[src/core/dummy_unused.sv]
`timescale 1ns/10ps
`default_nettype none
`default_nettype wire

[src/core/baud_gen_pkg.sv]
/*
  constants shared by the serial port rate generator: register offsets,
  field positions, reset values and divide ratios.
  assumes nothing of its surroundings.
*/
package baud_gen_pkg;

  // register word indices; the byte address on the bus is four times the index
  localparam logic [7:0] RX_CTRL_ADDR   = 8'h18;
  localparam logic [7:0] TX_CTRL_ADDR   = 8'h98;
  localparam logic [7:0] DIVISOR_ADDR   = 8'h99;
  localparam int         ADDR_IDX_HI    = 9;
  localparam int         ADDR_IDX_LO    = 2;

  // transmit_control_status field positions
  localparam int CLK_SRC_BIT    = 7;
  localparam int MODE_SYNC_BIT  = 4;
  localparam int UNIMPL_BIT     = 3;
  localparam int HIGH_SPEED_BIT = 2;
  localparam int SHIFT_EMPTY_BIT = 1;

  // receive_control_status: port enable bit
  localparam int PORT_EN_BIT    = 7;

  // reset values
  localparam logic [7:0] TX_CTRL_RESET = 8'h02;
  localparam logic [7:0] RX_CTRL_RESET = 8'h00;
  localparam logic [7:0] DIVISOR_RESET = 8'h00;

  // writable masks
  localparam logic [7:0] TX_CTRL_WMASK = 8'hF5;
  localparam logic [7:0] RX_CTRL_WMASK = 8'hF8;

  // post dividers: async low 64, async high 16, sync 4 (all counts minus one)
  localparam logic [5:0] POST_LOW_MAX  = 6'h3F;
  localparam logic [5:0] POST_HIGH_MAX = 6'h0F;
  localparam logic [5:0] POST_SYNC_MAX = 6'h03;

  // post divider start value
  localparam logic [5:0] ZERO6 = 6'h00;

  // ahb transfer type
  localparam logic [1:0] HTRANS_NONSEQ = 2'h2;
  localparam logic [2:0] HSIZE_WORD    = 3'h2;

endpackage : baud_gen_pkg

[src/core/usart_baud_rate_generator.sv]
/*
  serial port rate generator with ahb-lite register slave and a
  three-sample majority detector on the receive data pin.
  assumes a single clock hclk, the shift logic outside consumes the
  tick outputs and reports its shift register state on shift_empty.
  registers sit on word indices: the byte address is four times the
  index, and a read right behind a write sees the written value.
*/
// Contract
// - one 8-bit rate generator serves asynchronous and synchronous modes.
// - divisor sets the period of a free-running 8-bit timer.
// - high speed select joins the divisor in setting async rate.
// - synchronous mode ignores the high speed select bit.
// - async low speed rate is clock over 64 times divisor plus one.
// - async high speed rate is clock over 16 times divisor plus one.
// - synchronous rate is clock over 4 times divisor plus one.
// - rate output drives bit clock in async mode and sync master mode, sync slave takes external.
// - any divisor write resets the timer at once.
// - receive pin sampled three times, majority decides level.
// - divisor is unsigned 8-bit, 0 through 255, used by all formulas.
// - reset clears the divisor to zero.
// - mode bit set selects synchronous, cleared selects asynchronous.
// - async generated clock runs at 16 or 64 times the bit rate.
// - sync clock source set is master from generator, cleared is slave.
`timescale 1ns/10ps
`default_nettype none

module usart_baud_rate_generator
  import baud_gen_pkg::*;
#(
  parameter int DIV_W = 8
) (
  input  wire logic        hclk,
  input  wire logic        hresetn,
  input  wire logic        hsel,
  input  wire logic [31:0] haddr,
  input  wire logic [1:0]  htrans,
  input  wire logic        hwrite,
  input  wire logic [2:0]  hsize,
  input  wire logic [31:0] hwdata,
  input  wire logic        hready,
  output logic      [31:0] hrdata,
  output logic             hreadyout,
  output logic             hresp,
  input  wire logic        receive_data_pin,
  input  wire logic        ext_bit_clk,
  input  wire logic        shift_empty,
  output logic             rate_tick,
  output logic             bit_tick,
  output logic             sample_tick,
  output logic             line_level,
  output logic             sync_mode,
  output logic             clk_master
);

  // register state
  logic [7:0]       tx_ctrl_r;
  logic [7:0]       rx_ctrl_r;
  logic [DIV_W-1:0] divisor_r;

  // address phase capture
  logic             wr_pend_r;
  logic [7:0]       wr_addr_r;

  // timer and post divider
  logic [DIV_W-1:0] timer_r;
  logic [5:0]       post_r;
  logic [5:0]       post_max;
  logic             timer_zero;
  logic             div_wr;
  logic [DIV_W-1:0] tick_gap_r; // cycles since the last tick or write, for checks

  // receive pin synchroniser and majority
  logic             rx_meta_r;
  logic             rx_sync_r;
  logic [2:0]       rx_samp_r;
  logic             ext_meta_r;
  logic             ext_sync_r;
  logic             ext_prev_r;

  // bus decode: a valid transfer is taken when hready is high
  function automatic logic xfer_ok(input logic sel, input logic [1:0] tr, input logic rdy);
    xfer_ok = sel && rdy && tr[1];
  endfunction : xfer_ok

  // register read mux, unmapped reads give zero
  function automatic logic [7:0] reg_read(input logic [7:0] a, input logic [7:0] tx,
                                          input logic [7:0] rx, input logic [7:0] dv);
    if (a == TX_CTRL_ADDR) begin
      reg_read = tx;
    end else if (a == RX_CTRL_ADDR) begin
      reg_read = rx;
    end else if (a == DIVISOR_ADDR) begin
      reg_read = dv;
    end else begin
      reg_read = 8'h00;
    end
  endfunction : reg_read

  // value a write leaves in a register; the shift empty bit comes from its live source, other read-only bits read zero
  function automatic logic [7:0] write_value(input logic [7:0] a, input logic [7:0] d,
                                             input logic se);
    if (a == TX_CTRL_ADDR) begin
      write_value = (d & TX_CTRL_WMASK) | ({7'h00, se} << SHIFT_EMPTY_BIT);
    end else if (a == RX_CTRL_ADDR) begin
      write_value = d & RX_CTRL_WMASK;
    end else if (a == DIVISOR_ADDR) begin
      write_value = d;
    end else begin
      write_value = 8'h00;
    end
  endfunction : write_value

  // slave always ready and okay
  assign hreadyout = 1'b1;
  assign hresp     = 1'b0;

  // address phase capture for writes, read data registered at address phase
  always_ff @(posedge hclk or negedge hresetn) begin
    if (!hresetn) begin
      wr_pend_r <= 1'b0;
      wr_addr_r <= 8'h00;
    end else begin
      wr_pend_r <= xfer_ok(hsel, htrans, hready) && hwrite;
      wr_addr_r <= haddr[ADDR_IDX_HI:ADDR_IDX_LO]; // registers sit on word indices
    end
  end

  // read data flop
  always_ff @(posedge hclk or negedge hresetn) begin
    if (!hresetn) begin
      hrdata <= 32'h0000_0000;
    end else if (xfer_ok(hsel, htrans, hready) && !hwrite) begin
      if (wr_pend_r && (wr_addr_r == haddr[ADDR_IDX_HI:ADDR_IDX_LO])) begin
        // a write in its data phase lands at this edge, so forward it to the read
        hrdata <= {24'h00_0000, write_value(wr_addr_r, hwdata[7:0], shift_empty)};
      end else begin
        hrdata <= {24'h00_0000, reg_read(haddr[ADDR_IDX_HI:ADDR_IDX_LO], tx_ctrl_r, rx_ctrl_r, divisor_r)};
      end
    end
  end

  assign div_wr = wr_pend_r && (wr_addr_r == DIVISOR_ADDR);

  // divisor register, cleared at reset
  always_ff @(posedge hclk or negedge hresetn) begin
    if (!hresetn) begin
      divisor_r <= DIV_W'(DIVISOR_RESET);
    end else if (div_wr) begin
      divisor_r <= hwdata[DIV_W-1:0];
    end
  end

  // transmit control, shift empty flag follows the shift logic
  always_ff @(posedge hclk or negedge hresetn) begin
    if (!hresetn) begin
      tx_ctrl_r <= TX_CTRL_RESET;
    end else begin
      if (wr_pend_r && (wr_addr_r == TX_CTRL_ADDR)) begin
        tx_ctrl_r <= write_value(TX_CTRL_ADDR, hwdata[7:0], shift_empty);
      end else begin
        tx_ctrl_r[SHIFT_EMPTY_BIT] <= shift_empty;
      end
    end
  end

  // receive control, only the upper control bits stored here
  always_ff @(posedge hclk or negedge hresetn) begin
    if (!hresetn) begin
      rx_ctrl_r <= RX_CTRL_RESET;
    end else if (wr_pend_r && (wr_addr_r == RX_CTRL_ADDR)) begin
      rx_ctrl_r <= write_value(RX_CTRL_ADDR, hwdata[7:0], 1'b0);
    end
  end

  assign sync_mode  = tx_ctrl_r[MODE_SYNC_BIT];
  assign clk_master = tx_ctrl_r[CLK_SRC_BIT];

  // post divider ratio: high speed only matters in async mode
  always_comb begin
    if (sync_mode) begin
      post_max = POST_SYNC_MAX;
    end else if (tx_ctrl_r[HIGH_SPEED_BIT]) begin
      post_max = POST_HIGH_MAX;
    end else begin
      post_max = POST_LOW_MAX;
    end
  end

  assign timer_zero = (timer_r == '0);

  // free running down counter, reloaded on zero and on any divisor write
  always_ff @(posedge hclk or negedge hresetn) begin
    if (!hresetn) begin
      timer_r <= '0;
    end else if (div_wr) begin
      timer_r <= hwdata[DIV_W-1:0];
    end else if (timer_zero) begin
      timer_r <= divisor_r;
    end else begin
      timer_r <= timer_r - 1'b1;
    end
  end

  assign rate_tick = timer_zero && !div_wr;

  // cycles since the last tick or divisor write, watched by the period checks
  always_ff @(posedge hclk or negedge hresetn) begin
    if (!hresetn) begin
      tick_gap_r <= '0;
    end else if (rate_tick || div_wr) begin
      tick_gap_r <= '0;
    end else begin
      tick_gap_r <= tick_gap_r + 1'b1;
    end
  end

  // post divider: async tick is 16 or 64 rate ticks per bit
  always_ff @(posedge hclk or negedge hresetn) begin
    if (!hresetn) begin
      post_r <= ZERO6;
    end else if (div_wr) begin
      post_r <= ZERO6;
    end else if (rate_tick) begin
      if (post_r >= post_max) begin
        post_r <= ZERO6;
      end else begin
        post_r <= post_r + 6'h01;
      end
    end
  end

  // external bit clock synchroniser and edge detect
  always_ff @(posedge hclk or negedge hresetn) begin
    if (!hresetn) begin
      ext_meta_r <= 1'b0;
      ext_sync_r <= 1'b0;
      ext_prev_r <= 1'b0;
    end else begin
      ext_meta_r <= ext_bit_clk;
      ext_sync_r <= ext_meta_r;
      ext_prev_r <= ext_sync_r;
    end
  end

  // sample tick is the generator clock, bit tick chooses source
  always_comb begin
    sample_tick = rate_tick;
    if (sync_mode && !clk_master) begin
      bit_tick = ext_sync_r && !ext_prev_r;
    end else begin
      bit_tick = rate_tick && (post_r >= post_max);
    end
  end

  // receive pin synchroniser and three sample shift
  always_ff @(posedge hclk or negedge hresetn) begin
    if (!hresetn) begin
      rx_meta_r <= 1'b1;
      rx_sync_r <= 1'b1;
      rx_samp_r <= 3'h7;
    end else begin
      rx_meta_r <= receive_data_pin;
      rx_sync_r <= rx_meta_r;
      if (rate_tick) begin
        rx_samp_r <= {rx_samp_r[1:0], rx_sync_r};
      end
    end
  end

  // majority of three samples
  always_ff @(posedge hclk or negedge hresetn) begin
    if (!hresetn) begin
      line_level <= 1'b1;
    end else begin
      line_level <= (rx_samp_r[0] & rx_samp_r[1]) | (rx_samp_r[1] & rx_samp_r[2])
                    | (rx_samp_r[0] & rx_samp_r[2]);
    end
  end

  // divisor reads zero on the first cycle after reset is released
  div_reset_a: assert property (@(posedge hclk) disable iff (!hresetn)
    $rose(hresetn) |-> divisor_r == '0) else $error("divisor not zero after reset");

  // timer reloads with the written value on the cycle after a write
  div_restart_a: assert property (@(posedge hclk) disable iff (!hresetn)
    div_wr |=> timer_r == $past(hwdata[DIV_W-1:0])) else $error("write did not restart timer");

  // timer period equals divisor plus one, three cycles, checked only at divisor 2
  tick_period_a: assert property (@(posedge hclk) disable iff (!hresetn)
    (rate_tick && divisor_r == 8'h02 && !div_wr) ##1 (!div_wr)[*3] |-> $past(rate_tick, 3) == 1'b1 && rate_tick)
    else $error("timer period wrong");

  // timer counts down by one when not zero
  count_down_a: assert property (@(posedge hclk) disable iff (!hresetn)
    (!timer_zero && !div_wr) |=> timer_r == $past(timer_r) - 1'b1) else $error("timer did not count down");

  // sync mode ignores high speed bit
  sync_ratio_a: assert property (@(posedge hclk) disable iff (!hresetn)
    sync_mode |-> post_max == POST_SYNC_MAX) else $error("sync ratio wrong");

  // async high speed gives divide by 16
  async_high_a: assert property (@(posedge hclk) disable iff (!hresetn)
    (!sync_mode && tx_ctrl_r[HIGH_SPEED_BIT]) |-> post_max == POST_HIGH_MAX) else $error("high ratio wrong");

  // async low speed gives divide by 64
  async_low_a: assert property (@(posedge hclk) disable iff (!hresetn)
    (!sync_mode && !tx_ctrl_r[HIGH_SPEED_BIT]) |-> post_max == POST_LOW_MAX) else $error("low ratio wrong");

  // slave mode bit clock never comes from the generator alone
  slave_clock_a: assert property (@(posedge hclk) disable iff (!hresetn)
    (sync_mode && !clk_master && bit_tick) |-> $rose(ext_sync_r)) else $error("slave tick not external");

  // majority of three stable lows reads low on the next cycle
  majority_low_a: assert property (@(posedge hclk) disable iff (!hresetn)
    (rx_samp_r == 3'h0) |=> !line_level) else $error("majority low missed");

  // majority of three stable highs reads high on the next cycle
  majority_high_a: assert property (@(posedge hclk) disable iff (!hresetn)
    (rx_samp_r == 3'h7) |=> line_level) else $error("majority high missed");

  // each tick comes exactly divisor plus one cycles after the last tick or write
  tick_gap_a: assert property (@(posedge hclk) disable iff (!hresetn)
    rate_tick |-> tick_gap_r == divisor_r) else $error("tick spacing wrong");

  // no tick is skipped once the gap reaches the divisor
  tick_late_a: assert property (@(posedge hclk) disable iff (!hresetn)
    (!rate_tick && !div_wr) |-> tick_gap_r < divisor_r) else $error("tick came late");

  // terminal count reloads the stored divisor
  count_reload_a: assert property (@(posedge hclk) disable iff (!hresetn)
    (timer_zero && !div_wr) |=> timer_r == $past(divisor_r)) else $error("timer did not reload");

  // a divisor write lands in the register
  write_lands_a: assert property (@(posedge hclk) disable iff (!hresetn)
    div_wr |=> divisor_r == $past(hwdata[DIV_W-1:0])) else $error("divisor write lost");

  // a divisor write also restarts the post divider
  restart_post_a: assert property (@(posedge hclk) disable iff (!hresetn)
    div_wr |=> post_r == ZERO6) else $error("post divider not restarted");

  // with the generator as source every bit tick falls on a rate tick
  bit_source_a: assert property (@(posedge hclk) disable iff (!hresetn)
    (!(sync_mode && !clk_master) && bit_tick) |-> rate_tick) else $error("bit tick off the rate clock");

  // the sampling clock is the generator clock itself
  sample_same_a: assert property (@(posedge hclk) disable iff (!hresetn)
    sample_tick == rate_tick) else $error("sample tick not the rate clock");

endmodule : usart_baud_rate_generator

`default_nettype wire

[config.mk]
export PLATFORM = sky130hd
export DESIGN_NAME = usart_baud_rate_generator
export DESIGN_NICKNAME = d
export VERILOG_FILES = /design/src/core/dummy_unused.sv /design/src/core/baud_gen_pkg.sv /design/src/core/usart_baud_rate_generator.sv
export SDC_FILE = /design/constraint.sdc
export NUM_CORES = 1
export LEC_CHECK = 0
export BUFFER_PORTS_ARGS = -buffer_cell sky130_fd_sc_hd__buf_2
export CAP_MARGIN = 20
export CORE_AREA = 2 2 86 88
export CTS_CLUSTER_SIZE = 10
export DETAILED_ROUTE_END_ITERATION = 16
export DIE_AREA = 0 0 88 90
export PLACE_DENSITY = 0.84
export SLEW_MARGIN = 0
export SYNTH_ARGS = -nofsm -noshare
export SYNTH_HDL_FRONTEND = slang
export SYNTH_SLANG_ARGS = --single-unit
[constraint.sdc]
create_clock -name hclk -period 4.9 [get_ports hclk]
set_input_delay 0.49 -clock hclk [delete_from_list [all_inputs] [get_ports hclk]]
set_output_delay 0.49 -clock hclk [all_outputs]
set_load 0.02 [all_outputs]
==> impl_summary.log <==
INFO  metric worst-setup-path-type = flop to primary output
INFO  metric slew_viol_final = 0
INFO  metric antenna_violations_before_repair = 0
INFO  metric number_of_instances_in_the_synthesized_netlist = between 300 and 400
INFO  metric power_density = 368 nW/um2
INFO  metric clkLatencyLatePin = 0.34 ns
INFO  metric final_common_cell = sky130_fd_sc_hd__dfrtp_1
INFO  metric max_slew_margin = 29.6%
INFO  metric power.ir.vdd_worst = 0.297 mV
INFO  metric detail_route.iter0.violations = 126
INFO  metric worst_ep_required_time = 4.41 ns
INFO  metric timing.critical_path.depth = 6
INFO  metric unrepaired_setup_endpoints_after_global_routing = no
INFO  metric rows = 31
INFO  metric cts.sinks = 60
INFO  metric maximum_buffer_depth_of_the_clock_tree = 2
INFO  metric hold_viol = 0
INFO  metric dieWidth = approximately 88 um
INFO  metric critical_path.slowest_cell = sky130_fd_sc_hd__nor4b_1
INFO  metric remaining_drc_errors = 0
INFO  metric crit_end_element = primary output
INFO  metric cp_data_arrival_time = 2.51 ns
INFO  metric wl_per_cell = 14.2 um
INFO  metric cts_made_buffers = 9
INFO  metric synth.top_cells.by_area = sky130_fd_sc_hd__dfrtp_1 (43%), sky130_fd_sc_hd__buf_4 (6.6%), sky130_fd_sc_hd__mux2_2 (6.6%)
INFO  metric netlist.area_leader.share = 43.0%
INFO  metric synth_enable_flop_cells = 0
INFO  metric detailed_place_hpwl = 4550 um
INFO  metric r2r_cells = 5
INFO  metric cts_tree = done
INFO  metric most_used_cells_in_the_layout_excluding_fill_and_tap_cells = sky130_fd_sc_hd__dfrtp_1 (53), sky130_fd_sc_hd__buf_2 (38), sky130_fd_sc_hd__nand2_1 (26), sky130_fd_sc_hd__conb_1 (26), sky130_fd_sc_hd__o21ai_0 (22)
INFO  metric yosys_warnings = 0
INFO  metric accumulated_negative_setup_slack = 0 ns
INFO  metric grt_pass1_wl = 10900 um
INFO  metric critPathTopFamily = simple AND/OR/NAND/NOR gates
INFO  metric post-route-period-util = 61.2%
INFO  metric finished_cell_area = roughly 3500 um2
INFO  metric port_buffers = 38
INFO  metric ctsResizeCount = 0
INFO  metric regArea = 1510 um2
INFO  metric globalplace.congestion = 0.806
INFO  metric commonest_register_cell_after_synthesis = sky130_fd_sc_hd__dfrtp_1
INFO  metric power_leakage = 0.00165 uW
INFO  metric placement_stage_cell_area = about 3300 um2
INFO  metric timing.clock.skew = 0.0114 ns
INFO  metric max_slew.worst_pin.slew = between 1 and 1.5 ns
INFO  metric setup_crit_start_kind = flop
INFO  metric yosys.area.top_type = sky130_fd_sc_hd__dfrtp_1
INFO  metric fin_crit = 3.00 ns
INFO  metric area_growth_syn_to_layout = 13.2%
INFO  metric asyncSetResetFlopFracSynth = 100%
INFO  metric ios = 117
INFO  metric cp_num_buf_inv = 1
INFO  metric hold_class = input pin to flop
INFO  metric htree_num_levels = 3
INFO  metric area_taken_by_multi_input_logic_gates = 1390 um2
INFO  metric crit_fanout = 13
INFO  metric syn-cell-area = 3080 um2
INFO  metric outcome = completed
INFO  metric clockRootBuffer = sky130_fd_sc_hd__clkbuf_8
INFO  metric total_global_routing_track_utilization = around 18%
INFO  metric detail-route-antenna-nets = 0
INFO  metric max-cap-violations = 0
INFO  metric post_synth_num_cell_types = 42
INFO  metric drt-vias-per-instance = 5.13
INFO  metric synth-seq-area-share = 49.0%
INFO  metric fillCellCount = 601
INFO  metric drive_gt1_share = 24.1%
INFO  metric slowest_delay = 0.62 ns
INFO  metric ys_seq_elements = 60
INFO  metric drt_pass1_iterations = 4
INFO  metric first_global_vias = 2312
INFO  metric final-setup-viol-count = 0
INFO  metric grt_overflow = 0
INFO  metric hold_path_depth = 1
INFO  metric start_util = 43.9%
INFO  metric cts_hold_buffers = 0
INFO  metric synth_area_per_cell = 10.2 um2
INFO  metric dr_total_vias = 2295
INFO  metric antenna_diode_count = 0
INFO  metric die_h = 90 um
INFO  metric post-cts-setup-buffers = 0
INFO  metric timing.critical_path.cells = nor4b_1 > and3_1 > nand3_1 > nand4_1 > o21ai_0 > buf_2
INFO  metric timing.fmax = 333 MHz
INFO  metric detail_route.wirelength = 6360 um
INFO  metric placeableCoreArea = 7020 um2
INFO  metric largest_net_degree_at_the_start_of_global_routing = 61
INFO  metric num-nets-final = 427
INFO  metric fp.dieArea = 7920 um2
INFO  metric clkTransAtPathRegs = 0.06 ns
[layer usage]
| layer | vias to the layer above | part of all wire (%) | track usage (%) |
|---|---|---|---|
| met5 | - | 0 | 0 |
| met4 | 0 | 1.3 | 6.41 |
| met3 | 8 | 4.9 | 5.23 |
| met2 | 73 | 52 | 28.7 |
| met1 | 1124 | 41 | 22.1 |
| li1 | 1090 | - | - |
[area by class of cell]
class	instances	area share, %
timing repair buffer	41	6.09
multi-input combinational	224	39.7
inverter	7	0.753
clock buffer	11	3.76
sequential	60	43.3
clock inverter	5	2.87
tap	99	3.55
[flip-flops by register name, indices dropped and copies added (netlist names)]
register,count
divisor_r,8
ext_meta_r,1
ext_prev_r,1
ext_sync_r,1
hrdata,8
line_level,1
post_r,6
rx_ctrl_r,5
rx_meta_r,1
rx_samp_r,3
rx_sync_r,1
timer_r,8
tx_ctrl_r,7
wr_addr_r,8
wr_pend_r,1
[where the power goes]
group	internal, uW	switching, uW
clock network	336	188
registers	540	38.0
logic	74.0	107
total	951	333
[path summary, 6_finish.rpt]
check / from / to / slack [ns]
worst max-delay path: wr_addr_r[6] / bit_tick / 1.90
max in group asynchronous: hresetn / timer_r[2] / 4.09
worst min register to register: rx_meta_r / rx_sync_r / 0.36
worst min-delay path: receive_data_pin / rx_meta_r / 0.25
min in group asynchronous: hresetn / wr_addr_r[0] / 0.29
worst max register to register: wr_addr_r[6] / hrdata[4] / 2.44
[cells by family after synthesis]
family | Yosys count | synth area share, %
AOI/OAI and AO/OA | 63 | 12.0
xor gates and xnor gates | 11 | 3.13
other | 2 | 0.244
and+or+nand+nor | 98 | 17.0
muxes | 18 | 6.57
adders and majority gates | 8 | 3.17
DFF | 60 | 49.0
buffers and inverters | 43 | 8.97
[cells in the mapped netlist, types with 2 or more instances]
master and n:
sky130_fd_sc_hd__dfrtp_1 53, sky130_fd_sc_hd__buf_4 27, sky130_fd_sc_hd__nand2_1 26, sky130_fd_sc_hd__o21ai_0 22
sky130_fd_sc_hd__mux2_2 18, sky130_fd_sc_hd__a21oi_1 17, sky130_fd_sc_hd__nor2_1 13, sky130_fd_sc_hd__nand3_1 10
sky130_fd_sc_hd__xnor2_1 9, sky130_fd_sc_hd__and3_1 7, sky130_fd_sc_hd__dfstp_2 7, sky130_fd_sc_hd__ha_1 7
sky130_fd_sc_hd__inv_1 7, sky130_fd_sc_hd__nand2b_1 7, sky130_fd_sc_hd__nor2b_1 7, sky130_fd_sc_hd__nor3b_1 6
sky130_fd_sc_hd__a31oi_1 5, sky130_fd_sc_hd__buf_2 5, sky130_fd_sc_hd__o22ai_1 5, sky130_fd_sc_hd__or3_1 5
sky130_fd_sc_hd__and2_1 4, sky130_fd_sc_hd__a32o_1 3, sky130_fd_sc_hd__a32oi_1 3, sky130_fd_sc_hd__clkbuf_1 3
sky130_fd_sc_hd__nor3_1 3, sky130_fd_sc_hd__nor4_1 3, sky130_fd_sc_hd__o21ai_1 3, sky130_fd_sc_hd__conb_1 2
sky130_fd_sc_hd__nand4_1 2, sky130_fd_sc_hd__xor2_1 2
[stage by stage]
| step | total power, uW | worst slack (ns) | hold slack (ns) | cells | util [%] |
|---|---|---|---|---|---|
| after floorplan | 722 | 2.58 | 0.194 | 327 | - |
| after global placement | 755 | 2.35 | 0.339 | 431 | 46.4 |
| after detailed placement | 765 | 2.29 | 0.347 | 431 | 46.4 |
| after CTS | 1290 | 1.91 | 0.229 | 447 | 49.7 |
| after global routing | 1350 | 1.58 | 0.226 | 447 | 49.7 |
| final | 1280 | 1.90 | 0.247 | 447 | 49.7 |
(Power assumes the default switching activity.)
